[config.mk]
export PLATFORM = sky130hd
export DESIGN_NAME = adc_conv_ctrl
export DESIGN_NICKNAME = d
export VERILOG_FILES = /design/src/common/adc_ctrl_pkg.sv /design/src/rtl/adc_conv_ctrl.sv /design/src/rtl/conv_clk_div.sv /design/src/rtl/sar_engine.sv
export SDC_FILE = /design/constraint.sdc
export NUM_CORES = 1
export LEC_CHECK = 0
export BUFFER_PORTS_ARGS = -buffer_cell sky130_fd_sc_hd__buf_4
export CAP_MARGIN = 40
export CELL_PAD_IN_SITES_DETAIL_PLACEMENT = 1
export CELL_PAD_IN_SITES_GLOBAL_PLACEMENT = 1
export CORE_UTILIZATION = 49
export CTS_CLUSTER_SIZE = 16
export DETAILED_ROUTE_END_ITERATION = 6
export PLACE_DENSITY = 0.84
export SYNTH_ARGS = -nofsm -noshare
export SYNTH_HDL_FRONTEND = slang
export SYNTH_SLANG_ARGS = --single-unit
[constraint.sdc]
create_clock -name clk_i -period 5.1 [get_ports clk_i]
set_input_delay 0.255 -clock clk_i [delete_from_list [all_inputs] [get_ports clk_i]]
set_output_delay 0.255 -clock clk_i [all_outputs]
set_load 0.1 [all_outputs]
[src/common/adc_ctrl_pkg.sv]
// Package with register map, field layout, reset values and timing counts of the converter control.
package adc_ctrl_pkg;

  // ==========================================================================
  // Register offsets on the special function register port
  // ==========================================================================
  localparam logic [7:0] OFS_PAIR_CFG = 8'hba;
  localparam logic [7:0] OFS_CHAN_SEL = 8'hbb;
  localparam logic [7:0] OFS_CONF     = 8'hbc;
  localparam logic [7:0] OFS_RES_LOW  = 8'hbe;
  localparam logic [7:0] OFS_RES_HIGH = 8'hbf;
  localparam logic [7:0] OFS_CTRL     = 8'he8;

  // ==========================================================================
  // Control register bit positions
  // ==========================================================================
  localparam int CTRL_EN    = 7;
  localparam int CTRL_TM    = 6;
  localparam int CTRL_DONE  = 5;
  localparam int CTRL_BUSY  = 4;
  localparam int CTRL_CM_HI = 3;
  localparam int CTRL_CM_LO = 2;
  localparam int CTRL_WINT  = 1;
  localparam int CTRL_LJST  = 0;

  // Configuration register: divider in bits 7:3, gain in bits 2:0
  localparam int CONF_DIV_LSB  = 3;
  localparam int CONF_GAIN_MSB = 2;

  // ==========================================================================
  // Reset values
  // ==========================================================================
  localparam logic [3:0] RST_PAIR_CFG = 4'h0;
  localparam logic [3:0] RST_CHAN_SEL = 4'h0;
  localparam logic [4:0] RST_CLK_DIV  = 5'h1f;
  localparam logic [2:0] RST_GAIN     = 3'h0;

  // ==========================================================================
  // Start sources, conversion phases and timing
  // ==========================================================================
  localparam logic [1:0] START_SW     = 2'h0;
  localparam logic [1:0] START_TIMER3 = 2'h1;
  localparam logic [1:0] START_EXT    = 2'h2;
  localparam logic [1:0] START_TIMER2 = 2'h3;

  typedef enum logic [1:0] {PH_IDLE, PH_TRACK, PH_CONV} phase_t;

  localparam int         RES_BITS        = 10;
  localparam logic [1:0] LP_TRACK_TICKS  = 2'h3;
  localparam logic [3:0] SAR_MSB_IDX     = 4'h9;
  localparam logic [9:0] SAR_FIRST_TRIAL = 10'h200;

endpackage

[src/rtl/adc_conv_ctrl.sv]
// Conversion control of the 10-bit converter: registers, start sources, tracking, results.
//
// Contract
// - Temperature sensor select routes sensor to amplifier
// - Converter clock is system clock divided
// - Start source chosen by two mode bits
// - Busy stays high throughout each conversion
// - Busy falling at conversion end sets done flag, interrupt
// - Result left or right justified per bit
// - Default mode tracks whenever not converting
// - Low-power mode tracks three converter clocks first
// - External start low-power: track while pin low
// - Tracking stops during chip standby
// - Pair configuration upper nibble reads zero
// - Analog part runs only while enabled
// - Reset leaves every input single-ended
`timescale 1ns/1ps
`default_nettype none
module adc_conv_ctrl (
  input  wire logic       clk_i,
  input  wire logic       sys_rst_i,
  input  wire logic [7:0] sfr_addr_i,
  input  wire logic [7:0] sfr_wdata_i,
  input  wire logic       sfr_wr_i,
  output logic [7:0]      sfr_rdata_o,
  input  wire logic       timer2_ovf_i,
  input  wire logic       timer3_ovf_i,
  input  wire logic       ext_conv_start_i,
  input  wire logic       chip_standby_i,
  input  wire logic       conv_irq_en_i,
  input  wire logic       cmp_i,
  output logic            conv_irq_o,
  output logic            analog_en_o,
  output logic            track_o,
  output logic            temp_sel_o,
  output logic [3:0]      mux_addr_o,
  output logic [3:0]      pair_diff_o,
  output logic [2:0]      gain_o,
  output logic [9:0]      sar_trial_o
);

  // ==========================================================================
  // State
  // ==========================================================================
  typedef struct packed {
    logic [3:0]           pair_cfg;
    logic [3:0]           chan_addr;
    logic [4:0]           clk_div;
    logic [2:0]           gain;
    logic                 en;
    logic                 tm;
    logic                 done;
    logic                 busy;
    logic [1:0]           cm;
    logic                 wint;
    logic                 ljst;
    logic [7:0]           res_hi;
    logic [7:0]           res_lo;
    logic [7:0]           rdata;
    logic                 ext_s1;
    logic                 ext_s2;
    logic                 ext_prev;
    adc_ctrl_pkg::phase_t phase;
    logic [1:0]           trk_cnt;
    logic                 sar_start;
    logic                 diff_cur;
    logic                 irq;
    logic                 track;
    logic                 aen;
    logic                 temp_sel;
  } ctl_state_t;

  ctl_state_t st_ff;
  ctl_state_t nxt_st;

  logic       sar_tick;
  logic       eng_done;
  logic [9:0] eng_code;
  logic       wr_ctrl;
  logic       ext_rise;
  logic       start_req;
  logic [9:0] res_code;

  // ==========================================================================
  // Converter clock and sequencer
  // ==========================================================================
  conv_clk_div u_div (
    .clk_i      (clk_i),
    .sys_rst_i  (sys_rst_i),
    .div_i      (st_ff.clk_div),
    .sar_tick_o (sar_tick)
  );

  sar_engine u_sar (
    .clk_i      (clk_i),
    .sys_rst_i  (sys_rst_i),
    .start_i    (st_ff.sar_start),
    .sar_tick_i (sar_tick),
    .cmp_i      (cmp_i),
    .trial_o    (sar_trial_o),
    .code_o     (eng_code),
    .done_o     (eng_done)
  );

  // ==========================================================================
  // Next state
  // ==========================================================================
  always_comb begin
    nxt_st   = st_ff;
    wr_ctrl  = sfr_wr_i && sfr_addr_i == adc_ctrl_pkg::OFS_CTRL;
    ext_rise = st_ff.ext_s2 && !st_ff.ext_prev;
    start_req = 1'b0;
    res_code = eng_code;

    nxt_st.ext_s1    = ext_conv_start_i;
    nxt_st.ext_s2    = st_ff.ext_s1;
    nxt_st.ext_prev  = st_ff.ext_s2;
    nxt_st.sar_start = 1'b0;

    // Register writes; the busy bit is not stored from the bus
    if (sfr_wr_i) begin
      case (sfr_addr_i)
        adc_ctrl_pkg::OFS_PAIR_CFG: nxt_st.pair_cfg = sfr_wdata_i[3:0];
        adc_ctrl_pkg::OFS_CHAN_SEL: nxt_st.chan_addr = sfr_wdata_i[3:0];
        adc_ctrl_pkg::OFS_CONF: begin
          nxt_st.clk_div = sfr_wdata_i[7:adc_ctrl_pkg::CONF_DIV_LSB];
          nxt_st.gain    = sfr_wdata_i[adc_ctrl_pkg::CONF_GAIN_MSB:0];
        end
        adc_ctrl_pkg::OFS_CTRL: begin
          nxt_st.en   = sfr_wdata_i[adc_ctrl_pkg::CTRL_EN];
          nxt_st.tm   = sfr_wdata_i[adc_ctrl_pkg::CTRL_TM];
          nxt_st.done = sfr_wdata_i[adc_ctrl_pkg::CTRL_DONE];
          nxt_st.cm   = sfr_wdata_i[adc_ctrl_pkg::CTRL_CM_HI:adc_ctrl_pkg::CTRL_CM_LO];
          nxt_st.wint = sfr_wdata_i[adc_ctrl_pkg::CTRL_WINT];
          nxt_st.ljst = sfr_wdata_i[adc_ctrl_pkg::CTRL_LJST];
        end
        default: ;
      endcase
    end

    // Start source uses the mode in force before this cycle's write
    case (st_ff.cm)
      adc_ctrl_pkg::START_SW:     start_req = wr_ctrl && sfr_wdata_i[adc_ctrl_pkg::CTRL_BUSY];
      adc_ctrl_pkg::START_TIMER3: start_req = timer3_ovf_i;
      adc_ctrl_pkg::START_EXT:    start_req = ext_rise;
      adc_ctrl_pkg::START_TIMER2: start_req = timer2_ovf_i;
      default:                    start_req = 1'b0;
    endcase

    case (st_ff.phase)
      adc_ctrl_pkg::PH_IDLE: begin
        if (st_ff.en && start_req) begin
          nxt_st.busy     = 1'b1;
          nxt_st.diff_cur = !st_ff.chan_addr[3] && st_ff.pair_cfg[st_ff.chan_addr[2:1]];
          nxt_st.trk_cnt  = 2'h0;
          // The pin's low time already served as tracking in that mode
          if (st_ff.tm && st_ff.cm != adc_ctrl_pkg::START_EXT) begin
            nxt_st.phase = adc_ctrl_pkg::PH_TRACK;
          end else begin
            nxt_st.phase     = adc_ctrl_pkg::PH_CONV;
            nxt_st.sar_start = 1'b1;
          end
        end
      end
      adc_ctrl_pkg::PH_TRACK: begin
        if (sar_tick) begin
          if (st_ff.trk_cnt == adc_ctrl_pkg::LP_TRACK_TICKS - 2'h1) begin
            nxt_st.phase     = adc_ctrl_pkg::PH_CONV;
            nxt_st.sar_start = 1'b1;
          end else begin
            nxt_st.trk_cnt = st_ff.trk_cnt + 2'h1;
          end
        end
      end
      adc_ctrl_pkg::PH_CONV: begin
        if (eng_done) begin
          nxt_st.phase = adc_ctrl_pkg::PH_IDLE;
          nxt_st.busy  = 1'b0;
          nxt_st.done  = 1'b1;
          if (st_ff.diff_cur) begin
            res_code[9] = ~eng_code[9];
          end
          if (st_ff.ljst) begin
            nxt_st.res_hi = res_code[9:2];
            nxt_st.res_lo = {res_code[1:0], 6'h00};
          end else begin
            nxt_st.res_hi = {{6{res_code[9] & st_ff.diff_cur}}, res_code[9:8]};
            nxt_st.res_lo = res_code[7:0];
          end
        end
      end
      default: nxt_st.phase = adc_ctrl_pkg::PH_IDLE;
    endcase

    // Disabling aborts quietly: no result and no completion flag
    if (!nxt_st.en) begin
      nxt_st.phase = adc_ctrl_pkg::PH_IDLE;
      nxt_st.busy  = 1'b0;
    end

    nxt_st.aen      = nxt_st.en;
    nxt_st.temp_sel = nxt_st.chan_addr[3];
    nxt_st.irq      = nxt_st.done && conv_irq_en_i;
    if (!nxt_st.en || chip_standby_i) begin
      nxt_st.track = 1'b0;
    end else if (!nxt_st.tm) begin
      nxt_st.track = nxt_st.phase == adc_ctrl_pkg::PH_IDLE;
    end else if (nxt_st.cm == adc_ctrl_pkg::START_EXT) begin
      nxt_st.track = nxt_st.phase == adc_ctrl_pkg::PH_IDLE && !st_ff.ext_s2;
    end else begin
      nxt_st.track = nxt_st.phase == adc_ctrl_pkg::PH_TRACK;
    end

    // Reads have no side effects; data shows one cycle after the address
    case (sfr_addr_i)
      adc_ctrl_pkg::OFS_PAIR_CFG: nxt_st.rdata = {4'h0, st_ff.pair_cfg};
      adc_ctrl_pkg::OFS_CHAN_SEL: nxt_st.rdata = {4'h0, st_ff.chan_addr};
      adc_ctrl_pkg::OFS_CONF:     nxt_st.rdata = {st_ff.clk_div, st_ff.gain};
      adc_ctrl_pkg::OFS_CTRL:     nxt_st.rdata = {st_ff.en, st_ff.tm, st_ff.done, st_ff.busy,
                                                  st_ff.cm, st_ff.wint, st_ff.ljst};
      adc_ctrl_pkg::OFS_RES_HIGH: nxt_st.rdata = st_ff.res_hi;
      adc_ctrl_pkg::OFS_RES_LOW:  nxt_st.rdata = st_ff.res_lo;
      default:                    nxt_st.rdata = 8'h00;
    endcase
  end

  // ==========================================================================
  // State register
  // ==========================================================================
  always_ff @(posedge clk_i or posedge sys_rst_i) begin
    if (sys_rst_i) begin
      st_ff           <= '0;
      st_ff.pair_cfg  <= adc_ctrl_pkg::RST_PAIR_CFG;
      st_ff.chan_addr <= adc_ctrl_pkg::RST_CHAN_SEL;
      st_ff.clk_div   <= adc_ctrl_pkg::RST_CLK_DIV;
      st_ff.gain      <= adc_ctrl_pkg::RST_GAIN;
      st_ff.phase     <= adc_ctrl_pkg::PH_IDLE;
    end else begin
      st_ff <= nxt_st;
    end
  end

  assign sfr_rdata_o = st_ff.rdata;
  assign conv_irq_o  = st_ff.irq;
  assign analog_en_o = st_ff.aen;
  assign track_o     = st_ff.track;
  assign temp_sel_o  = st_ff.temp_sel;
  assign mux_addr_o  = st_ff.chan_addr;
  assign pair_diff_o = st_ff.pair_cfg;
  assign gain_o      = st_ff.gain;

  // ==========================================================================
  // Checks
  // ==========================================================================
  a_pair_upper_zero: assert property (@(posedge clk_i) disable iff (sys_rst_i)
    sfr_addr_i == adc_ctrl_pkg::OFS_PAIR_CFG |=> sfr_rdata_o[7:4] == 4'h0)
    else $error("pair configuration upper bits not zero");

  a_start_sets_busy: assert property (@(posedge clk_i) disable iff (sys_rst_i)
    (st_ff.phase == adc_ctrl_pkg::PH_IDLE && st_ff.en && start_req
      && (!wr_ctrl || sfr_wdata_i[adc_ctrl_pkg::CTRL_EN])) |=> st_ff.busy)
    else $error("accepted start did not raise busy");

  a_done_on_fall: assert property (@(posedge clk_i) disable iff (sys_rst_i)
    (st_ff.phase == adc_ctrl_pkg::PH_CONV && eng_done && st_ff.en && !wr_ctrl)
      |=> $fell(st_ff.busy) && st_ff.done ##1 (conv_irq_o == $past(conv_irq_en_i)))
    else $error("busy fall did not set completion flag");

  a_lp_track_len: assert property (@(posedge clk_i) disable iff (sys_rst_i)
    (st_ff.phase == adc_ctrl_pkg::PH_TRACK && sar_tick && st_ff.trk_cnt == 2'h2 && st_ff.en && !wr_ctrl)
      |=> st_ff.phase == adc_ctrl_pkg::PH_CONV && st_ff.sar_start)
    else $error("low-power tracking period length wrong");

  a_idle_tracks: assert property (@(posedge clk_i) disable iff (sys_rst_i)
    (st_ff.en && !st_ff.tm && st_ff.phase == adc_ctrl_pkg::PH_IDLE && !start_req
      && !chip_standby_i && !sfr_wr_i) |=> track_o)
    else $error("default mode not tracking while idle");

  a_ext_lp_track: assert property (@(posedge clk_i) disable iff (sys_rst_i)
    (st_ff.en && st_ff.tm && st_ff.cm == adc_ctrl_pkg::START_EXT && st_ff.ext_s2
      && st_ff.phase == adc_ctrl_pkg::PH_IDLE && !sfr_wr_i) |=> !track_o)
    else $error("tracking while external start pin high");

  a_standby_off: assert property (@(posedge clk_i) disable iff (sys_rst_i)
    chip_standby_i |=> !track_o)
    else $error("tracking during standby");

  a_shutdown: assert property (@(posedge clk_i) disable iff (sys_rst_i)
    (!st_ff.en && !sfr_wr_i) |=> !analog_en_o && !track_o && !st_ff.busy)
    else $error("analog part active while disabled");

  a_temp_route: assert property (@(posedge clk_i) disable iff (sys_rst_i)
    (st_ff.chan_addr[3] && !sfr_wr_i) |=> temp_sel_o ##1 temp_sel_o || $past(sfr_wr_i))
    else $error("temperature sensor not routed");

  a_diff_sign: assert property (@(posedge clk_i) disable iff (sys_rst_i)
    (st_ff.phase == adc_ctrl_pkg::PH_CONV && eng_done && st_ff.diff_cur && st_ff.ljst && st_ff.en)
      |=> st_ff.res_hi[7] == !$past(eng_code[9]))
    else $error("differential result sign not inverted");

endmodule // adc_conv_ctrl
`default_nettype wire

[src/rtl/conv_clk_div.sv]
// Converter clock divider: one-cycle tick every (divider field + 1) system clocks.
`timescale 1ns/1ps
`default_nettype none
module conv_clk_div (
  input  wire logic       clk_i,
  input  wire logic       sys_rst_i,
  input  wire logic [4:0] div_i,
  output logic            sar_tick_o
);

  typedef struct packed {
    logic [4:0] cnt;
    logic       tick;
  } div_state_t;

  div_state_t st_ff;
  div_state_t nxt_st;

  always_comb begin
    nxt_st = st_ff;
    // A field of zero still gives a tick every cycle rather than stalling
    if (st_ff.cnt >= div_i) begin
      nxt_st.cnt  = 5'h00;
      nxt_st.tick = 1'b1;
    end else begin
      nxt_st.cnt  = st_ff.cnt + 5'h01;
      nxt_st.tick = 1'b0;
    end
  end

  always_ff @(posedge clk_i or posedge sys_rst_i) begin
    if (sys_rst_i) begin
      st_ff <= '0;
    end else begin
      st_ff <= nxt_st;
    end
  end

  assign sar_tick_o = st_ff.tick;

  // The field must hold over the whole period, or a rewrite would stretch or shorten it legally
  a_tick_spacing: assert property (@(posedge clk_i) disable iff (sys_rst_i)
    (st_ff.tick && div_i == 5'h02) ##1 (div_i == 5'h02) ##1 (div_i == 5'h02)
      |-> !$past(st_ff.tick) && !st_ff.tick ##1 st_ff.tick)
    else $error("converter clock tick spacing wrong");

endmodule // conv_clk_div
`default_nettype wire

[src/rtl/sar_engine.sv]
// Successive-approximation sequencer: one result bit per converter clock tick.
`timescale 1ns/1ps
`default_nettype none
module sar_engine (
  input  wire logic       clk_i,
  input  wire logic       sys_rst_i,
  input  wire logic       start_i,
  input  wire logic       sar_tick_i,
  input  wire logic       cmp_i,
  output logic [9:0]      trial_o,
  output logic [9:0]      code_o,
  output logic            done_o
);

  typedef struct packed {
    logic       cmp_s1;
    logic       cmp_s2;
    logic       busy;
    logic       armed;
    logic [3:0] idx;
    logic [9:0] trial;
    logic [9:0] code;
    logic       done;
  } sar_state_t;

  sar_state_t st_ff;
  sar_state_t nxt_st;
  logic [9:0] bit_mask;

  // The comparator is resynchronised, so the divider must leave at least
  // three system clocks per tick for the decision to be current.
  always_comb begin
    nxt_st        = st_ff;
    bit_mask      = 10'h001 << st_ff.idx;
    nxt_st.cmp_s1 = cmp_i;
    nxt_st.cmp_s2 = st_ff.cmp_s1;
    nxt_st.done   = 1'b0;
    if (start_i) begin
      nxt_st.busy  = 1'b1;
      nxt_st.armed = 1'b0;
      nxt_st.idx   = adc_ctrl_pkg::SAR_MSB_IDX;
      nxt_st.trial = adc_ctrl_pkg::SAR_FIRST_TRIAL;
    end else if (st_ff.busy && sar_tick_i && !st_ff.armed) begin
      // The free-running divider may tick right after the start; that tick
      // only lets the comparator settle on the first trial
      nxt_st.armed = 1'b1;
    end else if (st_ff.busy && sar_tick_i) begin
      if (!st_ff.cmp_s2) begin
        nxt_st.trial = st_ff.trial & ~bit_mask;
      end
      if (st_ff.idx == 4'h0) begin
        nxt_st.busy = 1'b0;
        nxt_st.done = 1'b1;
        nxt_st.code = st_ff.cmp_s2 ? st_ff.trial : (st_ff.trial & ~bit_mask);
      end else begin
        nxt_st.idx   = st_ff.idx - 4'h1;
        nxt_st.trial = nxt_st.trial | (bit_mask >> 1);
      end
    end
  end

  always_ff @(posedge clk_i or posedge sys_rst_i) begin
    if (sys_rst_i) begin
      st_ff <= '0;
    end else begin
      st_ff <= nxt_st;
    end
  end

  assign trial_o = st_ff.trial;
  assign code_o  = st_ff.code;
  assign done_o  = st_ff.done;

  a_done_ends_busy: assert property (@(posedge clk_i) disable iff (sys_rst_i)
    st_ff.done |-> !st_ff.busy && $past(st_ff.busy) && $past(st_ff.idx) == 4'h0)
    else $error("sequencer done without finishing last bit");

endmodule // sar_engine
`default_nettype wire

==> results of run 1 <==
## registers in the layout, summed over array words and instances, names as in the netlist, 4 cells and up
name / cells
pair_diff_o: 4
u_sar.code_o: 10
st_ff: 35
sfr_rdata_o: 8
mux_addr_o: 4
u_sar.st_ff: 7
u_div.st_ff: 5
u_sar.trial_o: 10
## cells in the mapped netlist (3+ instances only)
library cell and instances:
buf_4 29, nand3_1 14, nand3b_1 4, o21ai_0 47
buf_2 3, a22o_1 4, dfrtp_1 89, mux2_2 16
dfstp_2 5, o21ai_1 3, a221o_1 6, nand2b_1 12
nor3_1 6, nand2_1 50, nor2_1 21, a21oi_1 19
a21o_1 5, o41ai_1 3, mux2i_1 14, inv_1 21
clkbuf_1 20, and3_1 6, a211oi_1 7, nand4_1 3
nor2b_1 5, ha_1 10, o31ai_1 5
## critical path, cell delays in order (launching register included)
cell and delay, ps:
dfrtp_1 450, nand3_1 390, nor3_1 320, nand3b_1 500
nand2_1 210, o21ai_0 110
## cell families (layout without fill, tap and decap cells)
family	after synthesis	after routing
AOI/OAI and AO/OA	110	110
xor gates and xnor gates	3	3
muxes	32	32
adders and majority gates	10	10
and+or+nand+nor	137	137
buffers and inverters	73	99
DFF	94	94
## metrics by stage
| step | cell area (sq um) | hold WS (ps) |
|---|---|---|
| after CTS | 5200 | 116 |
| after floorplan | 4660 | 286 |
| after global placement | 4950 | 334 |
| after global routing | 5200 | 108 |
| after detailed placement | 4960 | 341 |
| final | 5200 | 119 |
## worst min path at each step
stage | endpoint | slack (ps) | start | cells past startpoint
after floorplan | nxt_st[11] | 290 | ext_conv_start_i | 0
after global placement | u_sar.st_ff[27] | 330 | u_sar.nxt_st[27] | 0
after detailed placement | nxt_st[10] | 340 | nxt_st[11] | 0
after CTS | conv_irq_o | 120 | conv_irq_en_i | 2
after global routing | track_o | 110 | chip_standby_i | 3
final | conv_irq_o | 120 | conv_irq_en_i | 2
## metal layers
metal	GRT usage [%]	share of wire (%)	vias to the layer above
li1	-	-	1625
met1	31.4	42	1756
met2	43.2	52	97
met3	4.92	4.4	18
met4	8.94	1.8	0
met5	0	0	-
## timing repair
action / in CTS / in global routing
setup endpoints to repair: 0 / 0
hold buffers: 3 / 0
hold endpoints to repair: 18 / 0
## power by group
| group | leakage (nW) | internal, mW | switching [mW] |
|---|---|---|---|
| Combinational | 1.10 | 0.203 | 0.526 |
| Sequential | 1.21 | 0.862 | 0.157 |
| Clock | 0.103 | 0.243 | 0.274 |
| Total | 2.42 | 1.31 | 0.957 |
## cell type report
class / instances / area, sq um
clock buffers: 10 / 138
inverters: 21 / 80.1
multi-input cells: 292 / 1910
flip-flops and latches: 94 / 2360
clock inverters: 6 / 68.8
fillers: 1063 / 4040
well taps: 129 / 161
repair buffers: 62 / 480
==> impl_results.md, run 1 <==
* Status: finished clean
* Final setup vio count at 0
* Starting Density at 50.4%
* Layout area overhead at 11.6%
* Initial antenna violation count at 0
* Sequential-to-total area share from yosys stat at between 50% and 60%
* Mapped Nets at 494
* Die Ht at ~100 um
* Mux cell area share after synthesis at under 10%
* Routed Antenna Nets at 0
* Achievable frequency at roughly 470 MHz
* Clk sinks at 94
* Routed len/inst at roughly 18 um
* Grt total ovfl at 0
* Slew HR at 52.7%
* Synth Area in Compound Gates at between 10% and 20%
* Layout cells sized above 1 at roughly 22%
* Fin crit period at ~2100 ps
* Cell Area, Synth at 4660 sq um
* GPL Wtd Cong at between 0.8 and 0.9
* Placed cell count at roughly 600
* Largest cells by area after synthesis: dfrtp_1, o21ai_0, buf_4, nand2_1, mux2_2
* Die Span X at about 100 um
* Synth Area in Adders at 2.69%
* # diodes at 0
* Num CTS Buffers at 9
* Worst-path maximum fanout at 21
* Max-slew violations at 0
* Core Footprint at 9240 sq um
* PortBufs at 57
* Detailed Route WL at roughly 11000 um
* Period utilization at 41.9%
* CTS tree: done
* First-pass GRT wire length at between 15000 and 20000 um
* Leakage power at between 2 and 2.5 nW
* Pre-antenna DRT Iters at 4
* Final worst slack at 2960 ps
* Synth area leader: dfrtp_1
* Drt drc at 0
* Row cnt at 35
* Avg Inst Size Synth at 10.2 sq um
* Hpwl dp at a little over 8000 um
* EDFF count, synth at 0
* VDD IR max at 0.344 mV
* Commonest non-fill, non-tap cells in the layout: dfrtp_1, buf_4, nand2_1
* Postcts setup bufs at 0
* Hold Path Class: in2reg
* Reg2Reg Depth at 5
* CTS root buffer: clkbuf_8
* Via count at between 3k and 4k
* R2R Path Start: u_div.sar_tick_o
* Synth warn at 0
* Clock skew at approximately 14 ps
* Synth cell types at between 50 and 60
* I/O pin total at 58
* Vias in the first global route at ~3.6k
* Critical path startpoint category: register
* Syn Inst Count at about 460
* H-tree levels at 3
* Fin. Hold Viols at 0
* Non-Filler Instances at 614
* Design Power at roughly 2.3 mW
* Asr flop ratio synth at 100%
* Critical Path Start: u_div.sar_tick_o
* Worst EP arrival at 2340 ps
* Vias per inst at between 5 and 6
* Crit path kind: reg2reg
* FF-to-FF End: u_sar.code_o[3]
* Worst path required time at ~5300 ps
* Power Density at around 440 nW/um^2
* Worst-Skew Late Latency at around 360 ps
* Worst-Margin Slew at between 700 and 800 ps
* Crit path to: u_sar.code_o[3]
* Xor/xnor share of the synthesized area at less than 1%
* 1st-iter DRT viols at 148
* Clk buf depth at 2
* Synth Register Bits at 94
* Setup TNS at 0 ps
* Largest family of logic cells by synthesized area: simple AND/OR/NAND/NOR gates
* Most common cell after layout, fill and taps aside: dfrtp_1
* Die Area at 9900 sq um
* Post-CTS Resized at 0
* Primary FF master, synth: dfrtp_1
* Simple-gate area share of the yosys netlist at approximately 15%
* Layout Nets at a little over 500
* GRT Total Usage at around 25%
* Pin count of the biggest net entering global routing at 55
* CTS clk-pin slew, worst paths at 100 ps
* Crit. End Element: register
* FF-to-FF setup slack at approximately 3000 ps
* RSZ-0062 raised after global routing: false
* Top-area cell type share of the netlist area at 47.8%
* Pre-CTS setup slack at 3030 ps
* Share of the core filled with cells at between 50% and 60%
* Max-cap violation count at 0
Note: power is estimated with default switching activity, not from simulation.
==> run 2: changes to the inputs <==
--- a/config.mk
+++ b/config.mk
@@ -5,14 +5,15 @@
 export SDC_FILE = /design/constraint.sdc
 export NUM_CORES = 1
 export LEC_CHECK = 0
+export ABC_AREA = 1
 export BUFFER_PORTS_ARGS = -buffer_cell sky130_fd_sc_hd__buf_4
 export CAP_MARGIN = 40
 export CELL_PAD_IN_SITES_DETAIL_PLACEMENT = 1
 export CELL_PAD_IN_SITES_GLOBAL_PLACEMENT = 1
-export CORE_UTILIZATION = 49
+export CORE_UTILIZATION = 40
 export CTS_CLUSTER_SIZE = 16
 export DETAILED_ROUTE_END_ITERATION = 6
-export PLACE_DENSITY = 0.84
+export PLACE_DENSITY = 0.75
 export SYNTH_ARGS = -nofsm -noshare
 export SYNTH_HDL_FRONTEND = slang
 export SYNTH_SLANG_ARGS = --single-unit
==> constraint.sdc (replaced) <==
create_clock -name clk_i -period 1.7 [get_ports clk_i]
set_input_delay 0.085 -clock clk_i [delete_from_list [all_inputs] [get_ports clk_i]]
set_output_delay 0.085 -clock clk_i [all_outputs]
set_load 0.1 [all_outputs]
==> run 2 against run 1 <==
  * Clock power rose to 4.0 times the previous value
  * Combinational power grew to 3.1 times the previous value
  * Sequential power grew to 2.8 times the previous value
  * Cell count increased by 20%
  * Sequential share of layout area is 3.1 points lower
  * Clock skew decreased by 5.4 ps
  * Largest cell class unchanged
==> impl_results.md, run 2 <==
* Vias in the first global route at 4100 (was 3614)
* Worst-Margin Slew at 500 ps (was 709 ps)
* GPL Wtd Cong at 0.849 (was 0.888)
* Final Instance Area at 5590 sq um (was 5200 sq um)
* Crit. End Element: register (unchanged)
* Cell Area, Synth at 4740 sq um (was 4660 sq um)
* Biggest register: st_ff (unchanged)
* Primary FF master, synth: dfrtp_1 (unchanged)
* Layout area overhead at 17.9% (was 11.6%)
* Status: finished clean (unchanged)
* Die Ht at 111 um (was 99.5 um)
* Num CTS Buffers at 9 (unchanged)
* Achievable frequency at 632 MHz (was 467 MHz)
* Fin crit period at 1580 ps (was 2140 ps)
* Vias per inst at 5.13 (was 5.69)
* Top Layer Used: met4 (unchanged)
* Area after DPL at 5190 sq um (was 4960 sq um)
* Layout cells sized above 1 at 20.7% (was 21.9%)
* H-tree levels at 3 (unchanged)
* Synth warn at 0 (unchanged)
* Hold Path Class: in2reg (unchanged)
* I/O pin total at 58 (unchanged)
* Syn Inst Count at 543 (was 459)
* Critical path startpoint category: register (unchanged)
* Synth cell types at 43 (was 53)
* Commonest non-fill, non-tap cells in the layout: nand2_1, dfrtp_1, inv_1 (was dfrtp_1, buf_4, nand2_1)
* VDD IR max at 0.875 mV (was 0.344 mV)
* Number of flip-flops in the largest register at 35 (unchanged)
* Grt total ovfl at 0 (unchanged)
* Starting Density at 41.4% (was 50.4%)
* Placed cell count at 714 (was 595)
* Largest cells by area after synthesis: dfrtp_1, nand2_1, o21ai_0, inv_1, buf_4 (was dfrtp_1, o21ai_0, buf_4, nand2_1, mux2_2)
* Mapped Nets at 578 (was 494)
* Fin. Hold Viols at 0 (unchanged)
* CTS root buffer: clkbuf_16 (was clkbuf_8)
* Setup TNS at 0 ps (unchanged)
* EDFF count, synth at 0 (unchanged)
* WL met3 at 337 um (was 502 um)
* Detailed Route WL at 11900 um (was 11300 um)
* Worst EP arrival at 1810 ps (was 2340 ps)
* CP top delay family: simple AND/OR/NAND/NOR gates (unchanged)
* Postcts setup bufs at 0 (unchanged)
* Share of the core filled with cells at 48.8% (was 56.3%)
* Non-Filler Instances at 737 (was 614)
* Synth area leader: dfrtp_1 (unchanged)
* Asr flop ratio synth at 100% (unchanged)
* CTS tree: done (unchanged)
* Crit-path max cell delay at 430 ps (was 500 ps)
* Max-cap violation count at 0 (unchanged)
* Worst-path maximum fanout at 5 (was 21)
* Clk buf depth at 2 (unchanged)
* Cell at the slowest stage of the critical path: dfrtp_1 (was nand3b_1)
* Via count at 3782 (was 3496)
* Pin count of the biggest net entering global routing at 65 (was 55)
* # diodes at 0 (unchanged)
* PortBufs at 57 (unchanged)
* Period utilization at 93.0% (was 41.9%)
* Worst-Skew Late Latency at 340 ps (was 360 ps)
* First-pass GRT wire length at 20200 um (was 19000 um)
* Avg Inst Size Synth at 8.73 sq um (was 10.2 sq um)
* Most used cell, CP: nand2_2
* Synth Register Bits at 94 (unchanged)
* Drt drc at 0 (unchanged)
* Pre-antenna DRT Iters at 4 (unchanged)
* Crit path kind: reg2reg (unchanged)
* 1st-iter DRT viols at 162 (was 148)
* Worst path required time at 1930 ps (was 5300 ps)
* Most common cell after layout, fill and taps aside: nand2_1 (was dfrtp_1)
* GRT Total Usage at 20.6% (was 25.0%)
* Routed Antenna Nets at 0 (unchanged)
* CTS clk-pin slew, worst paths at 60 ps (was 100 ps)
* Initial antenna violation count at 0 (unchanged)
* Hpwl dp at 9060 um (was 8220 um)
* Leakage power at 2.71 nW (was 2.42 nW)
* Met2 WL at 6020 um (was 5850 um)
* Synth cell count leaders: nand2_1, dfrtp_1, inv_1 (was dfrtp_1, nand2_1, o21ai_0)
* Sequential-to-total area share from yosys stat at 49.7% (was 50.6%)
* Die Area at 12300 sq um (was 9900 sq um)
* Crit-path cells: inv_1 -> nand3_1 -> o21ai_1 -> nor2_1 -> nand2_1 -> nand2_2 -> nand2_2 -> o31ai_1 -> o21a_1 (was nand3_1 -> nor3_1 -> nand3b_1 -> nand2_1 -> o21ai_0)
* Clk sinks at 94 (unchanged)
* Final setup vio count at 0 (unchanged)
* Layout Nets at 624 (was 515)
* Routed len/inst at 16.2 um (was 18.5 um)
* Die Span X at 111 um (was 99.5 um)
* Max-slew violations at 0 (unchanged)
* Power Density at 1280 nW/um^2 (was 435 nW/um^2)
* Clock skew at 8.41 ps (was 13.8 ps)
* Row cnt at 39 (was 35)
* Crit path buf inv count at 1 (was 0)
* Slew HR at 66.4% (was 52.7%)
* Top-area cell type share of the netlist area at 47.0% (was 47.8%)
* Dominant cell by count in the synthesized netlist: nand2_1 (was dfrtp_1)
* Core Footprint at 11500 sq um (was 9240 sq um)
* Met1 WL at 5360 um (was 4790 um)
-- run 2: cell types whose count changed after synthesis, sizes merged, moves of 14 or more --
| cell | previous run | this run |
|---|---|---|
| inv | 21 | 80 |
| nand2 | 50 | 106 |
| nor2 | 21 | 39 |
| nand3 | 14 | 31 |
| mux2 | 17 | 1 |
| clkbuf | 20 | 6 |
| mux2i | 14 | 0 |
-- run 2: metal layers --
| metal | track usage [%] | vias up |
|---|---|---|
| met5 | 0 | - |
| met4 | 8.18 | 0 |
| met3 | 2.90 | 15 |
| met2 | 36.0 | 70 |
| met1 | 25.6 | 1854 |
| li1 | - | 1843 |
-- run 2: final timing paths --
kind                       slack [ps]  depth (start not counted)               end        startpoint
min in group asynchronous         410                          4  u_sar.trial_o[4]         sys_rst_i
max reg2reg                       120                          9          st_ff[7]         st_ff[39]
max in group asynchronous         930                          4       analog_en_o         sys_rst_i
min                                20                          4           track_o    chip_standby_i
max                               120                          9          st_ff[7]         st_ff[39]
min reg2reg                       350                          0   u_sar.st_ff[27]  u_sar.nxt_st[27]
-- run 2: layout make-up --
type                            count  area, sq um
Tap cell                          143          179
Clock buffer                       13          260
Inverter                           81          308
Sequential cell                    94         2360
Multi-Input combinational cell    328         1840
Timing Repair Buffer               75          606
Fill cell                        1347         5880
Clock inverter                      3         42.5
-- run 2: tightest hold or removal path, stage by stage --
cell     delay (ps)
buf_4            80
inv_1            30
nand4_1          90
a21oi_2          40
-- run 2: where the power goes --
part           internal, mW  switching, mW  total, mW  leakage (nW)
Sequential             2.57          0.269       2.84          1.20
Combinational         0.620           1.63       2.25          1.36
Clock                  1.22          0.833       2.05         0.146
-- run 2: logic make-up after synthesis --
kind of cell / after synthesis / synth area share (%)
simple gates: 195 / 20.4
buf+inv: 121 / 12.1
compound gates: 120 / 14.5
flops: 94 / 49.7
fa+ha+maj: 10 / 2.64
xor+xnor: 2 / 0.369
mux: 1 / 0.237
-- run 2: per-stage QoR --
step | setup slack (ps) | hold WS (ps) | power (mW)
after floorplan | 145 | 116 | 4.62
after global placement | 90.1 | 195 | 5.01
after detailed placement | -27.0 | 198 | 5.09
after CTS | 1.47 | 8.58 | 7.20
after global routing | -1.66 | 34.8 | 7.53
final | 119 | 17.2 | 7.14
-- run 2: what timing repair did --
action                                 CTS  global route
pin swaps                                0             0
endpoints found under the hold margin   96             0
hold buffers                             7             0
setup endpoints to repair                5            18
gates resized for setup                  1             7
